===== src/rtl/tap_pkg.sv =====
// constants, state encoding and helpers shared by the test access port
package tap_pkg;
    // ----------------------------------------------------------------
    // widths and depths
    // ----------------------------------------------------------------
    localparam int IR_W = 4; // instruction register length
    localparam int DR_W = 32; // longest data path (identification)
    localparam int USR_W = 8; // user data word length
    localparam int FIFO_DEPTH = 4; // words buffered toward the core
    localparam int SYNC_STAGES = 2; // flip-flops ahead of the test clock, mode-select and data logic
    // ----------------------------------------------------------------
    // instructions and register contents
    // ----------------------------------------------------------------
    localparam logic [IR_W-1:0] IR_IDCODE = 4'h1; // loaded on test reset
    localparam logic [IR_W-1:0] IR_USER = 4'h8; // user word path
    localparam logic [IR_W-1:0] IR_BYPASS = 4'hf; // one-bit path
    localparam logic [IR_W-1:0] IR_CAPTURE = 4'h1; // fixed capture pattern
    // arbitrary identification value, lsb set as the scan standard asks
    localparam logic [DR_W-1:0] ID_VALUE = 32'h0a5c_0001;
    localparam logic [DR_W-1:0] DR_ZERO = 32'h0000_0000; // cleared path
    localparam logic [USR_W-1:0] USR_ZERO = 8'h00; // empty user word
    // levels that the pads pull an undriven pin to
    localparam logic TMS_PULL = 1'b1; // pull-up
    localparam logic TDI_PULL = 1'b1; // pull-up
    localparam logic TRST_PULL = 1'b0; // pull-down holds the port in reset
    localparam logic [2:0] ONES_TO_RESET = 3'h5; // tms-high edges to reset
    // ----------------------------------------------------------------
    // controller states, fixed four-bit codes; neighbours differ in up to three bits
    // ----------------------------------------------------------------
    typedef enum logic [3:0] {
        TLR = 4'hf, RTI = 4'hc, SEL_DR = 4'h7, CAP_DR = 4'h6,
        SH_DR = 4'h2, EX1_DR = 4'h1, PAU_DR = 4'h3, EX2_DR = 4'h0,
        UPD_DR = 4'h5, SEL_IR = 4'h4, CAP_IR = 4'he, SH_IR = 4'ha,
        EX1_IR = 4'h9, PAU_IR = 4'hb, EX2_IR = 4'h8, UPD_IR = 4'hd
    } tap_state_t;

    // msb index of the data path chosen by an instruction
    function automatic int unsigned dr_top(input logic [IR_W-1:0] ir);
        if (ir == IR_IDCODE) begin
            return DR_W - 1;
        end else if (ir == IR_USER) begin
            return USR_W - 1;
        end
        return 0;
    endfunction

    // true in either shift state
    function automatic logic is_shift(input tap_state_t st);
        return (st == SH_DR) || (st == SH_IR);
    endfunction
endpackage


===== src/rtl/word_if.sv =====
// handshake bundle between the port logic and its word buffer
`timescale 1ns/1ns
interface word_if #(parameter int W = 8);
    logic fill_valid; // word offered to the buffer
    logic fill_ready; // buffer has room
    logic [W-1:0] fill_data; // offered word
    logic drain_valid; // buffer holds a word
    logic drain_ready; // consumer takes it
    logic [W-1:0] drain_data; // oldest word
    modport buffer (input fill_valid, fill_data, drain_ready,
                    output fill_ready, drain_valid, drain_data);
    modport user (output fill_valid, fill_data, drain_ready,
                  input fill_ready, drain_valid, drain_data);
endinterface


===== src/rtl/word_fifo.sv =====
// small first-in first-out word buffer
`timescale 1ns/1ns
module word_fifo #(
    parameter int W = 8,
    parameter int DEPTH = 4
) (
    input wire logic clk_sys,
    input wire logic nrst,
    input wire logic ce,
    word_if.buffer wb
);
    // ----------------------------------------------------------------
    // storage and pointers
    // ----------------------------------------------------------------
    localparam int AW = $clog2(DEPTH); // pointer width
    localparam logic [AW:0] FULL_CNT = (AW + 1)'(DEPTH); // count when full
    logic [W-1:0] mem [DEPTH]; // word array
    logic [AW-1:0] wr_ff, nxt_wr; // write pointer
    logic [AW-1:0] rd_ff, nxt_rd; // read pointer
    logic [AW:0] cnt_ff, nxt_cnt; // words held
    logic push, pop; // accepted transfers

    // honest flags straight from the count
    assign wb.fill_ready = (cnt_ff != FULL_CNT);
    assign wb.drain_valid = (cnt_ff != '0);
    assign wb.drain_data = mem[rd_ff];
    assign push = wb.fill_valid && wb.fill_ready;
    assign pop = wb.drain_valid && wb.drain_ready;

    // next pointers; wrap by modulo so any depth works
    always_comb begin
        nxt_wr = push ? AW'((wr_ff + 1'b1) % DEPTH) : wr_ff;
        nxt_rd = pop ? AW'((rd_ff + 1'b1) % DEPTH) : rd_ff;
        nxt_cnt = cnt_ff + (AW + 1)'(push) - (AW + 1)'(pop);
    end

    // pointer registers, frozen while ce is low
    always_ff @(posedge clk_sys or negedge nrst) begin
        if (!nrst) begin
            wr_ff <= '0;
            rd_ff <= '0;
            cnt_ff <= '0;
        end else if (ce) begin
            wr_ff <= nxt_wr;
            rd_ff <= nxt_rd;
            cnt_ff <= nxt_cnt;
        end
    end

    // array needs no reset: unread slots are never shown as valid
    always_ff @(posedge clk_sys) begin
        if (ce && push) begin
            mem[wr_ff] <= wb.fill_data;
        end
    end

    // ----------------------------------------------------------------
    // checks
    // ----------------------------------------------------------------
    chk_fifo_bound: assert property (@(posedge clk_sys) disable iff (!nrst)
        cnt_ff <= FULL_CNT) else $error("buffer count past depth");
    cov_fifo_full: cover property (@(posedge clk_sys) disable iff (!nrst)
        !wb.fill_ready);
endmodule


===== src/rtl/scan_port.sv =====
// boundary-scan test access port sampled by the system clock
// Operation
// - low test reset clears port asynchronously
// - data and mode-select sampled on rising edge
// - test output changes on falling edges only
// - idle low test clock keeps all state except the pending-word flag, which clears when the buffer takes the word
// - test output high-impedance except while shifting
// - undriven test reset reads low, port reset
// - undriven mode-select and data read high
`timescale 1ns/1ns
module scan_port (
    input wire logic clk_sys,
    input wire logic nrst,
    input wire logic ce,
    input wire logic tck_pin,
    input wire logic tms_pin,
    input wire logic tms_drv,
    input wire logic tdi_pin,
    input wire logic tdi_drv,
    input wire logic trst_n_pin,
    input wire logic trst_drv,
    output logic tdo_o,
    output logic tdo_oe,
    output logic [tap_pkg::USR_W-1:0] word_data,
    output logic word_valid,
    input wire logic word_ready,
    output logic [3:0] tap_state
);
    // ----------------------------------------------------------------
    // pad pulls
    // ----------------------------------------------------------------
    logic trst_eff, tms_eff, tdi_eff; // pin level after pull
    // an open pin takes the pad pull level
    assign trst_eff = trst_drv ? trst_n_pin : tap_pkg::TRST_PULL;
    assign tms_eff = tms_drv ? tms_pin : tap_pkg::TMS_PULL;
    assign tdi_eff = tdi_drv ? tdi_pin : tap_pkg::TDI_PULL;

    // ----------------------------------------------------------------
    // test reset: asynchronous entry, synchronised release
    // ----------------------------------------------------------------
    logic [1:0] rst_sync_ff; // release shifts in ones
    logic tap_rst_n; // port reset, active low
    logic rst_clr_n; // async clear of the port
    assign rst_clr_n = nrst & trst_eff;
    // release is resynchronised so no flop sees a runt reset edge
    always_ff @(posedge clk_sys or negedge rst_clr_n) begin
        if (!rst_clr_n) begin
            rst_sync_ff <= 2'h0;
        end else if (ce) begin
            rst_sync_ff <= {rst_sync_ff[0], 1'b1};
        end
    end
    assign tap_rst_n = rst_sync_ff[1];

    // ----------------------------------------------------------------
    // pin synchronisers and test clock edges
    // ----------------------------------------------------------------
    logic [tap_pkg::SYNC_STAGES-1:0] tck_s, tms_s, tdi_s; // two-stage chains
    logic tck_d_ff; // last synchronised test clock
    logic tck_rise, tck_fall; // one-cycle edge strobes
    logic tms_q, tdi_q; // synchronised mode-select and data
    // first stage feeds only the second
    always_ff @(posedge clk_sys or negedge nrst) begin
        if (!nrst) begin
            tck_s <= '0;
            tms_s <= '1;
            tdi_s <= '1;
            tck_d_ff <= 1'b0;
        end else if (ce) begin
            tck_s <= {tck_s[0], tck_pin};
            tms_s <= {tms_s[0], tms_eff};
            tdi_s <= {tdi_s[0], tdi_eff};
            tck_d_ff <= tck_s[1];
        end
    end
    assign tms_q = tms_s[1];
    assign tdi_q = tdi_s[1];
    // same latency on all three keeps data aligned to its clock edge
    assign tck_rise = tck_s[1] && !tck_d_ff;
    assign tck_fall = !tck_s[1] && tck_d_ff;

    // ----------------------------------------------------------------
    // controller, instruction and data paths
    // ----------------------------------------------------------------
    tap_pkg::tap_state_t state_ff, nxt_state; // controller state
    logic [tap_pkg::IR_W-1:0] ir_ff, nxt_ir; // active instruction
    logic [tap_pkg::IR_W-1:0] ir_sh_ff, nxt_ir_sh; // instruction shifter
    logic [tap_pkg::DR_W-1:0] dr_sh_ff, nxt_dr_sh; // data shifter
    logic tdo_ff, nxt_tdo; // output bit
    logic oe_ff, nxt_oe; // output enable
    logic pend_ff, nxt_pend; // word waiting for the buffer
    logic [tap_pkg::USR_W-1:0] pend_data_ff, nxt_pend_data; // that word
    logic push_ok; // buffer takes the pending word
    word_if #(.W(tap_pkg::USR_W)) wbus (); // buffer handshake

    assign push_ok = pend_ff && wbus.fill_ready;

    // state step for one mode-select bit
    function automatic tap_pkg::tap_state_t step(input tap_pkg::tap_state_t s,
                                                 input logic m);
        case (s)
            tap_pkg::TLR: return m ? tap_pkg::TLR : tap_pkg::RTI;
            tap_pkg::RTI: return m ? tap_pkg::SEL_DR : tap_pkg::RTI;
            tap_pkg::SEL_DR: return m ? tap_pkg::SEL_IR : tap_pkg::CAP_DR;
            tap_pkg::CAP_DR: return m ? tap_pkg::EX1_DR : tap_pkg::SH_DR;
            tap_pkg::SH_DR: return m ? tap_pkg::EX1_DR : tap_pkg::SH_DR;
            tap_pkg::EX1_DR: return m ? tap_pkg::UPD_DR : tap_pkg::PAU_DR;
            tap_pkg::PAU_DR: return m ? tap_pkg::EX2_DR : tap_pkg::PAU_DR;
            tap_pkg::EX2_DR: return m ? tap_pkg::UPD_DR : tap_pkg::SH_DR;
            tap_pkg::SEL_IR: return m ? tap_pkg::TLR : tap_pkg::CAP_IR;
            tap_pkg::CAP_IR: return m ? tap_pkg::EX1_IR : tap_pkg::SH_IR;
            tap_pkg::SH_IR: return m ? tap_pkg::EX1_IR : tap_pkg::SH_IR;
            tap_pkg::EX1_IR: return m ? tap_pkg::UPD_IR : tap_pkg::PAU_IR;
            tap_pkg::PAU_IR: return m ? tap_pkg::EX2_IR : tap_pkg::PAU_IR;
            tap_pkg::EX2_IR: return m ? tap_pkg::UPD_IR : tap_pkg::SH_IR;
            default: return m ? tap_pkg::SEL_DR : tap_pkg::RTI;
        endcase
    endfunction

    // next values; only the pending flag moves without a test clock edge
    always_comb begin
        nxt_state = state_ff;
        nxt_ir = ir_ff;
        nxt_ir_sh = ir_sh_ff;
        nxt_dr_sh = dr_sh_ff;
        nxt_tdo = tdo_ff;
        nxt_oe = oe_ff;
        nxt_pend = pend_ff && !push_ok;
        nxt_pend_data = pend_data_ff;
        if (tck_rise) begin
            nxt_state = step(state_ff, tms_q);
            case (state_ff)
                tap_pkg::TLR: begin
                    nxt_ir = tap_pkg::IR_IDCODE;
                end
                tap_pkg::CAP_IR: begin
                    nxt_ir_sh = tap_pkg::IR_CAPTURE;
                end
                tap_pkg::SH_IR: begin
                    nxt_ir_sh = {tdi_q, ir_sh_ff[tap_pkg::IR_W-1:1]};
                end
                tap_pkg::UPD_IR: begin
                    nxt_ir = ir_sh_ff;
                end
                tap_pkg::CAP_DR: begin
                    // user path reports whether a word is still waiting
                    if (ir_ff == tap_pkg::IR_IDCODE) begin
                        nxt_dr_sh = tap_pkg::ID_VALUE;
                    end else begin
                        nxt_dr_sh = {tap_pkg::DR_ZERO[tap_pkg::DR_W-1:1], pend_ff};
                    end
                end
                tap_pkg::SH_DR: begin
                    nxt_dr_sh = dr_sh_ff >> 1;
                    nxt_dr_sh[tap_pkg::dr_top(ir_ff)] = tdi_q;
                end
                tap_pkg::UPD_DR: begin
                    // a busy slot refuses the word; set beats the drain
                    if (ir_ff == tap_pkg::IR_USER && (!pend_ff || push_ok)) begin
                        nxt_pend = 1'b1;
                        nxt_pend_data = dr_sh_ff[tap_pkg::USR_W-1:0];
                    end
                end
                default: begin
                    nxt_ir_sh = ir_sh_ff;
                end
            endcase
        end
        if (tck_fall) begin
            // output only turns on while a path is shifting
            nxt_oe = tap_pkg::is_shift(state_ff);
            nxt_tdo = (state_ff == tap_pkg::SH_IR) ? ir_sh_ff[0] : dr_sh_ff[0];
        end
    end

    // port registers; test reset forces the reset state at once
    always_ff @(posedge clk_sys or negedge tap_rst_n) begin
        if (!tap_rst_n) begin
            state_ff <= tap_pkg::TLR;
            ir_ff <= tap_pkg::IR_IDCODE;
            ir_sh_ff <= tap_pkg::IR_CAPTURE;
            dr_sh_ff <= tap_pkg::DR_ZERO;
            tdo_ff <= 1'b0;
            oe_ff <= 1'b0;
            pend_ff <= 1'b0;
            pend_data_ff <= tap_pkg::USR_ZERO;
        end else if (ce) begin
            state_ff <= nxt_state;
            ir_ff <= nxt_ir;
            ir_sh_ff <= nxt_ir_sh;
            dr_sh_ff <= nxt_dr_sh;
            tdo_ff <= nxt_tdo;
            oe_ff <= nxt_oe;
            pend_ff <= nxt_pend;
            pend_data_ff <= nxt_pend_data;
        end
    end

    // ----------------------------------------------------------------
    // word buffer toward the core
    // ----------------------------------------------------------------
    assign wbus.fill_valid = pend_ff;
    assign wbus.fill_data = pend_data_ff;
    assign wbus.drain_ready = word_ready;
    word_fifo #(.W(tap_pkg::USR_W), .DEPTH(tap_pkg::FIFO_DEPTH)) u_fifo (
        .clk_sys(clk_sys),
        .nrst(nrst),
        .ce(ce),
        .wb(wbus.buffer)
    );

    assign word_valid = wbus.drain_valid;
    assign word_data = wbus.drain_data;
    assign tdo_o = tdo_ff;
    assign tdo_oe = oe_ff;
    assign tap_state = state_ff;

    // ----------------------------------------------------------------
    // checks
    // ----------------------------------------------------------------
    logic [2:0] ones_ff; // consecutive tms-high rising edges
    always_ff @(posedge clk_sys or negedge nrst) begin
        if (!nrst) begin
            ones_ff <= 3'h0;
        end else if (ce && tck_rise) begin
            ones_ff <= !tms_q ? 3'h0 :
                       (ones_ff == tap_pkg::ONES_TO_RESET) ? ones_ff : ones_ff + 3'h1;
        end
    end

    chk_reset_state: assert property (@(posedge clk_sys) disable iff (!nrst)
        !tap_rst_n |-> state_ff == tap_pkg::TLR && !oe_ff && !pend_ff)
        else $error("port not reset by test reset");
    chk_rise_sample: assert property (@(posedge clk_sys)
        disable iff (!nrst || !tap_rst_n)
        ce && tck_rise && state_ff == tap_pkg::SH_IR |=>
        ir_sh_ff[tap_pkg::IR_W-1] == $past(tdi_q))
        else $error("data not taken on rising edge");
    chk_fall_only: assert property (@(posedge clk_sys)
        disable iff (!nrst || !tap_rst_n)
        tdo_ff != $past(tdo_ff) |-> $past(tck_fall && ce))
        else $error("output moved off a falling edge");
    chk_idle_hold: assert property (@(posedge clk_sys)
        disable iff (!nrst || !tap_rst_n)
        !$past(tck_rise) && !$past(push_ok) |-> $stable(state_ff) && $stable(dr_sh_ff))
        else $error("state moved without a clock edge");
    chk_oe_drop: assert property (@(posedge clk_sys)
        disable iff (!nrst || !tap_rst_n || !ce)
        oe_ff && !tap_pkg::is_shift(state_ff) |-> ##[1:8] !oe_ff)
        else $error("output left enabled after shifting");
    chk_trst_pull: assert property (@(posedge clk_sys) disable iff (!nrst)
        !trst_drv |=> !tap_rst_n) else $error("open test reset not held low");
    chk_tms_pull: assert property (@(posedge clk_sys) disable iff (!nrst)
        (!tms_drv && !tdi_drv && ce) [*2] |=> tms_q && tdi_q)
        else $error("open inputs not read high");
    chk_five_ones: assert property (@(posedge clk_sys)
        disable iff (!nrst || !tap_rst_n)
        ones_ff == tap_pkg::ONES_TO_RESET |-> state_ff == tap_pkg::TLR)
        else $error("five high mode bits did not reset");
    cov_shift_dr: cover property (@(posedge clk_sys) disable iff (!nrst)
        oe_ff && state_ff == tap_pkg::SH_DR);
    cov_update_ir: cover property (@(posedge clk_sys) disable iff (!nrst)
        tck_rise && state_ff == tap_pkg::UPD_IR);
    cov_word_out: cover property (@(posedge clk_sys) disable iff (!nrst)
        word_valid && word_ready);
endmodule


===== config.mk =====
export PLATFORM = sky130hd
export DESIGN_NAME = scan_port
export DESIGN_NICKNAME = d
export VERILOG_FILES = /design/src/rtl/tap_pkg.sv /design/src/rtl/word_if.sv /design/src/rtl/word_fifo.sv /design/src/rtl/scan_port.sv
export SDC_FILE = /design/constraint.sdc
export NUM_CORES = 1
export LEC_CHECK = 0
export ABC_AREA = 1
export BUFFER_PORTS_ARGS = -buffer_cell sky130_fd_sc_hd__buf_2
export CELL_PAD_IN_SITES_DETAIL_PLACEMENT = 1
export CELL_PAD_IN_SITES_GLOBAL_PLACEMENT = 1
export CORE_MARGIN = 4
export CORE_UTILIZATION = 43
export DETAILED_ROUTE_END_ITERATION = 12
export PLACE_DENSITY = 0.73
export SYNTH_ARGS = -nofsm -noshare
export SYNTH_HDL_FRONTEND = slang
export SYNTH_HIERARCHICAL = 1
export SYNTH_SLANG_ARGS = --single-unit

===== constraint.sdc =====
create_clock -name clk_sys -period 1.8 [get_ports clk_sys]
set_input_delay 0.18 -clock clk_sys [delete_from_list [all_inputs] [get_ports clk_sys]]
set_output_delay 0.18 -clock clk_sys [all_outputs]
set_load 0.03 [all_outputs]

==> impl_metrics.py <==
metrics = {
    "placed_design": {
        "io_buffers": 25,
        "place_ws_ns": -0.245,
        "placedCellCount": 608,
        "gp_congestion": 0.806,
        "dp_hpwl_um": 6680,
    },
    "synthesis": {
        "synth_edf_count": 32,
        "ys.flop_type": "dfrtp_1",
        "postSynth.asyncResetShare_pct": 68.9,
        "ys_warn_count": 6,
        "syn-num-nets": 455,
        "synth-seq-cells": 103,
        "ys_types": 41,
        "syn_area_um2": 4480,
        "syn_avg_cell_area_um2": 10.3,
        "ys_seq_area_share_pct": 61.3,
        "syn_inst": 437,
    },
    "detailed_routing": {
        "m1WireLength_um": 4020,
        "drt_first_pass_iters": 4,
        "top_layer_used": "met4",
        "drtIter0Drc": 80,
        "vias_per_cell": 5.12,
        "drc_errors": 0,
        "wl_met3_um": 308,
        "drt-total-wl_um": 9460,
        "vias": 3244,
        "avgRoutedWirePerCell_um": 15.0,
        "ant_nets": 0,
        "met2_length_um": 5000,
    },
    "floorplanning": {
        "die_h_um": 110,
        "rows": 37,
        "die-area_um2": 12100,
        "start_util_pct": 43.8,
        "boundaryPins": 26,
        "chipWidth_um": 110,
        "core_area_um2": 10200,
    },
    "timing": {
        "slew_headroom_pct": 70.0,
        "fin_crit_sh_pct": 112,
        "final_hold_viol_count": 0,
        "finalMaxSlewViolations": 0,
        "finalSetupTns_ns": -0.277,
        "rsz0062_at_grt": "true",
        "setup_slack_ns": -0.221,
        "setup_violations": 2,
        "fin_skew_ns": 0.0125,
        "fmax_mhz": 495,
        "finalCriticalPeriod_ns": 2.02,
        "tightest_slew_ns": 0.446,
    },
    "global_route": {
        "grt_pass1_vias": 3473,
        "grt_max_degree": 33,
        "overflow": 0,
        "antenna_found_initial": 0,
        "grt_pass1_wl_um": 16300,
        "track_usage_pct": 17.2,
    },
    "clocking": {
        "path_clk_slew_ns": 0.11,
        "clock_sinks": 103,
        "cts_tree": "built",
        "clkLatencyLatePin_ns": 0.37,
        "numCtsBuffers": 9,
        "cts_max_level": 3,
        "cts_buffer_depth": 2,
        "root_buffer": "clkbuf_8",
    },
    "final_layout": {
        "nNetsFinal": 510,
        "final_common_cell": "nand2_1",
        "syn2layout_area_growth_pct": 15.3,
        "diodes": 0,
        "final_cell_mix": "nand2_1, dfrtp_1, inv_1, nor2_1, edfxtp_1",
        "drive_above_1_share_pct": 21.7,
        "fill_cells": 1175,
        "final_cell_count_no_fill": 633,
        "post-route-util_pct": 50.5,
    },
    "power_and_ir_drop": {
        "peakVddDrop_v": 0.000790,
        "powerDensity_nw_per_um2": 1520,
        "p_leak_nw": 2.36,
        "total_power_mw": 7.83,
    },
    "critical_path": {
        "required_ns": 2.12,
        "critPathLaunchType": "flip-flop",
        "crit_path_end_kind": "flip-flop",
        "path_max_fanout": 3,
        "arrival_ns": 2.34,
        "setup.worst_path.class": "flip-flop to flip-flop",
    },
    "status": {
        "violations": "setup timing",
        "status": "finished, violations left",
    },
    "min_path": {
        "hold_path_class": "primary input to flip-flop",
    },
    "job": {
        "maxCapViolations": 0,
    },
}
-- sequential cells by signal (all words and copies together), names as in the netlist --
| register | cells |
|---|---|
| u_fifo/wr_ff | 2 |
| tap_state | 4 |
| ir_sh_ff | 4 |
| pend_ff | 1 |
| u_fifo/cnt_ff | 3 |
| u_fifo/mem | 32 |
| rst_sync_ff | 2 |
| ir_ff | 4 |
| tdo_o | 1 |
| tdo_oe | 1 |
| u_fifo/rd_ff | 2 |
| tck_d_ff | 1 |
| tms_s | 2 |
| dr_sh_ff | 32 |
| tdi_s | 2 |
| pend_data_ff | 8 |
| tck_s | 2 |
-- Yosys cell counts, types with 2 or more instances --
| cell type | instances | area [µm²] |
|---|---|---|
| nand4_1 | 5 | 31.3 |
| nor2_4 | 3 | 33.8 |
| nand3_2 | 2 | 20.0 |
| nand3_1 | 25 | 125 |
| nor2_1 | 52 | 195 |
| buf_2 | 5 | 25.0 |
| nor2_2 | 2 | 12.5 |
| nor3_1 | 4 | 20.0 |
| o21ai_0 | 23 | 115 |
| o21ai_1 | 14 | 70.1 |
| ha_1 | 6 | 75.1 |
| inv_1 | 51 | 191 |
| nand2_1 | 67 | 251 |
| a31oi_1 | 2 | 12.5 |
| buf_6 | 5 | 56.3 |
| dfrtp_1 | 61 | 1530 |
| dfstp_2 | 10 | 263 |
| a21oi_1 | 11 | 55.1 |
| inv_2 | 3 | 11.3 |
| o211ai_2 | 2 | 25.0 |
| o21ai_2 | 3 | 26.3 |
| o22ai_1 | 21 | 131 |
| nand2_4 | 3 | 33.8 |
| buf_4 | 3 | 22.5 |
| nand2_2 | 3 | 18.8 |
| edfxtp_1 | 32 | 961 |
| o211ai_1 | 5 | 37.5 |
-- worst max-delay path: stages, from the launching register on --
cell	delay [ns]
dfrtp_1	0.42
nor2_4	0.16
a21boi_1	0.09
ha_1	0.28
inv_1	0.06
ha_1	0.13
inv_1	0.05
fa_2	0.34
or2_1	0.26
nand3_2	0.07
nand2_1	0.05
nand2_1	0.06
-- worst paths after layout --
check,startpoint,end,slack (ns),cells after the start
min in group asynchronous,nrst,u_fifo/cnt_ff[2],0.25,2
max,u_fifo/cnt_ff[0],u_fifo/cnt_ff[2],-0.22,11
min reg2reg,rst_sync_ff[1],ir_ff[3],0.30,1
max in group asynchronous,nrst,rst_sync_ff[1],0.54,4
max reg2reg,u_fifo/cnt_ff[0],u_fifo/cnt_ff[2],-0.22,11
min,ce,tdi_s[1],0.05,2
-- power by group --
| group | internal [mW] | total, mW | switching, mW | leakage [nW] |
|---|---|---|---|---|
| Combinational | 1.05 | 2.85 | 1.80 | 1.17 |
| Clock | 0.532 | 1.39 | 0.860 | 0.0899 |
| Sequential | 3.13 | 3.59 | 0.454 | 1.10 |
-- per-layer routing --
metal / vias to the layer above / global-route usage, %
li1: 1575 / -
met1: 1610 / 20.1
met2: 43 / 31.7
met3: 16 / 3.32
met4: 0 / 5.63
met5: - / 0
-- logic make-up (layout without fill, tap and decap cells) --
family,count (synthesis),after routing,share of synthesized area [%]
adders and majority gates,7,7,2.12
AOI/OAI and AO/OA,86,86,11.5
and+or+nand+nor,170,170,17.6
muxes,1,1,0.251
buffers and inverters,70,130,7.14
DFF,103,103,61.3
-- stage by stage --
| step | hold slack, ns | area (µm²) |
|---|---|---|
| global placement | 0.0976 | 4850 |
| floorplan | -0.116 | 4490 |
| finish | 0.0458 | 5170 |
| detailed placement | 0.106 | 4850 |
| global route | 0.0569 | 5170 |
| CTS | 0.0240 | 5130 |
-- what timing repair did --
item / 4_1_cts / 5_1_grt
hold buffers: 6 / 0
endpoints found under the setup margin: 9 / 10
pin swaps: 3 / 2
hold endpoints to repair: 15 / 0
buffers inserted: 3 / 0
resized for setup: 1 / 14
-- final cells by class --
cell class / count / area (µm²) / share of cell area [%]
clock buffers: 9 / 124 / 2.40
clock inverters: 7 / 63.8 / 1.23
inverters: 56 / 215 / 4.16
multi-input cells: 264 / 1440 / 27.8
flip-flops and latches: 103 / 2750 / 53.3
well taps: 136 / 170 / 3.29
repair buffers: 58 / 403 / 7.80
Power figures use the tool's default switching activity.
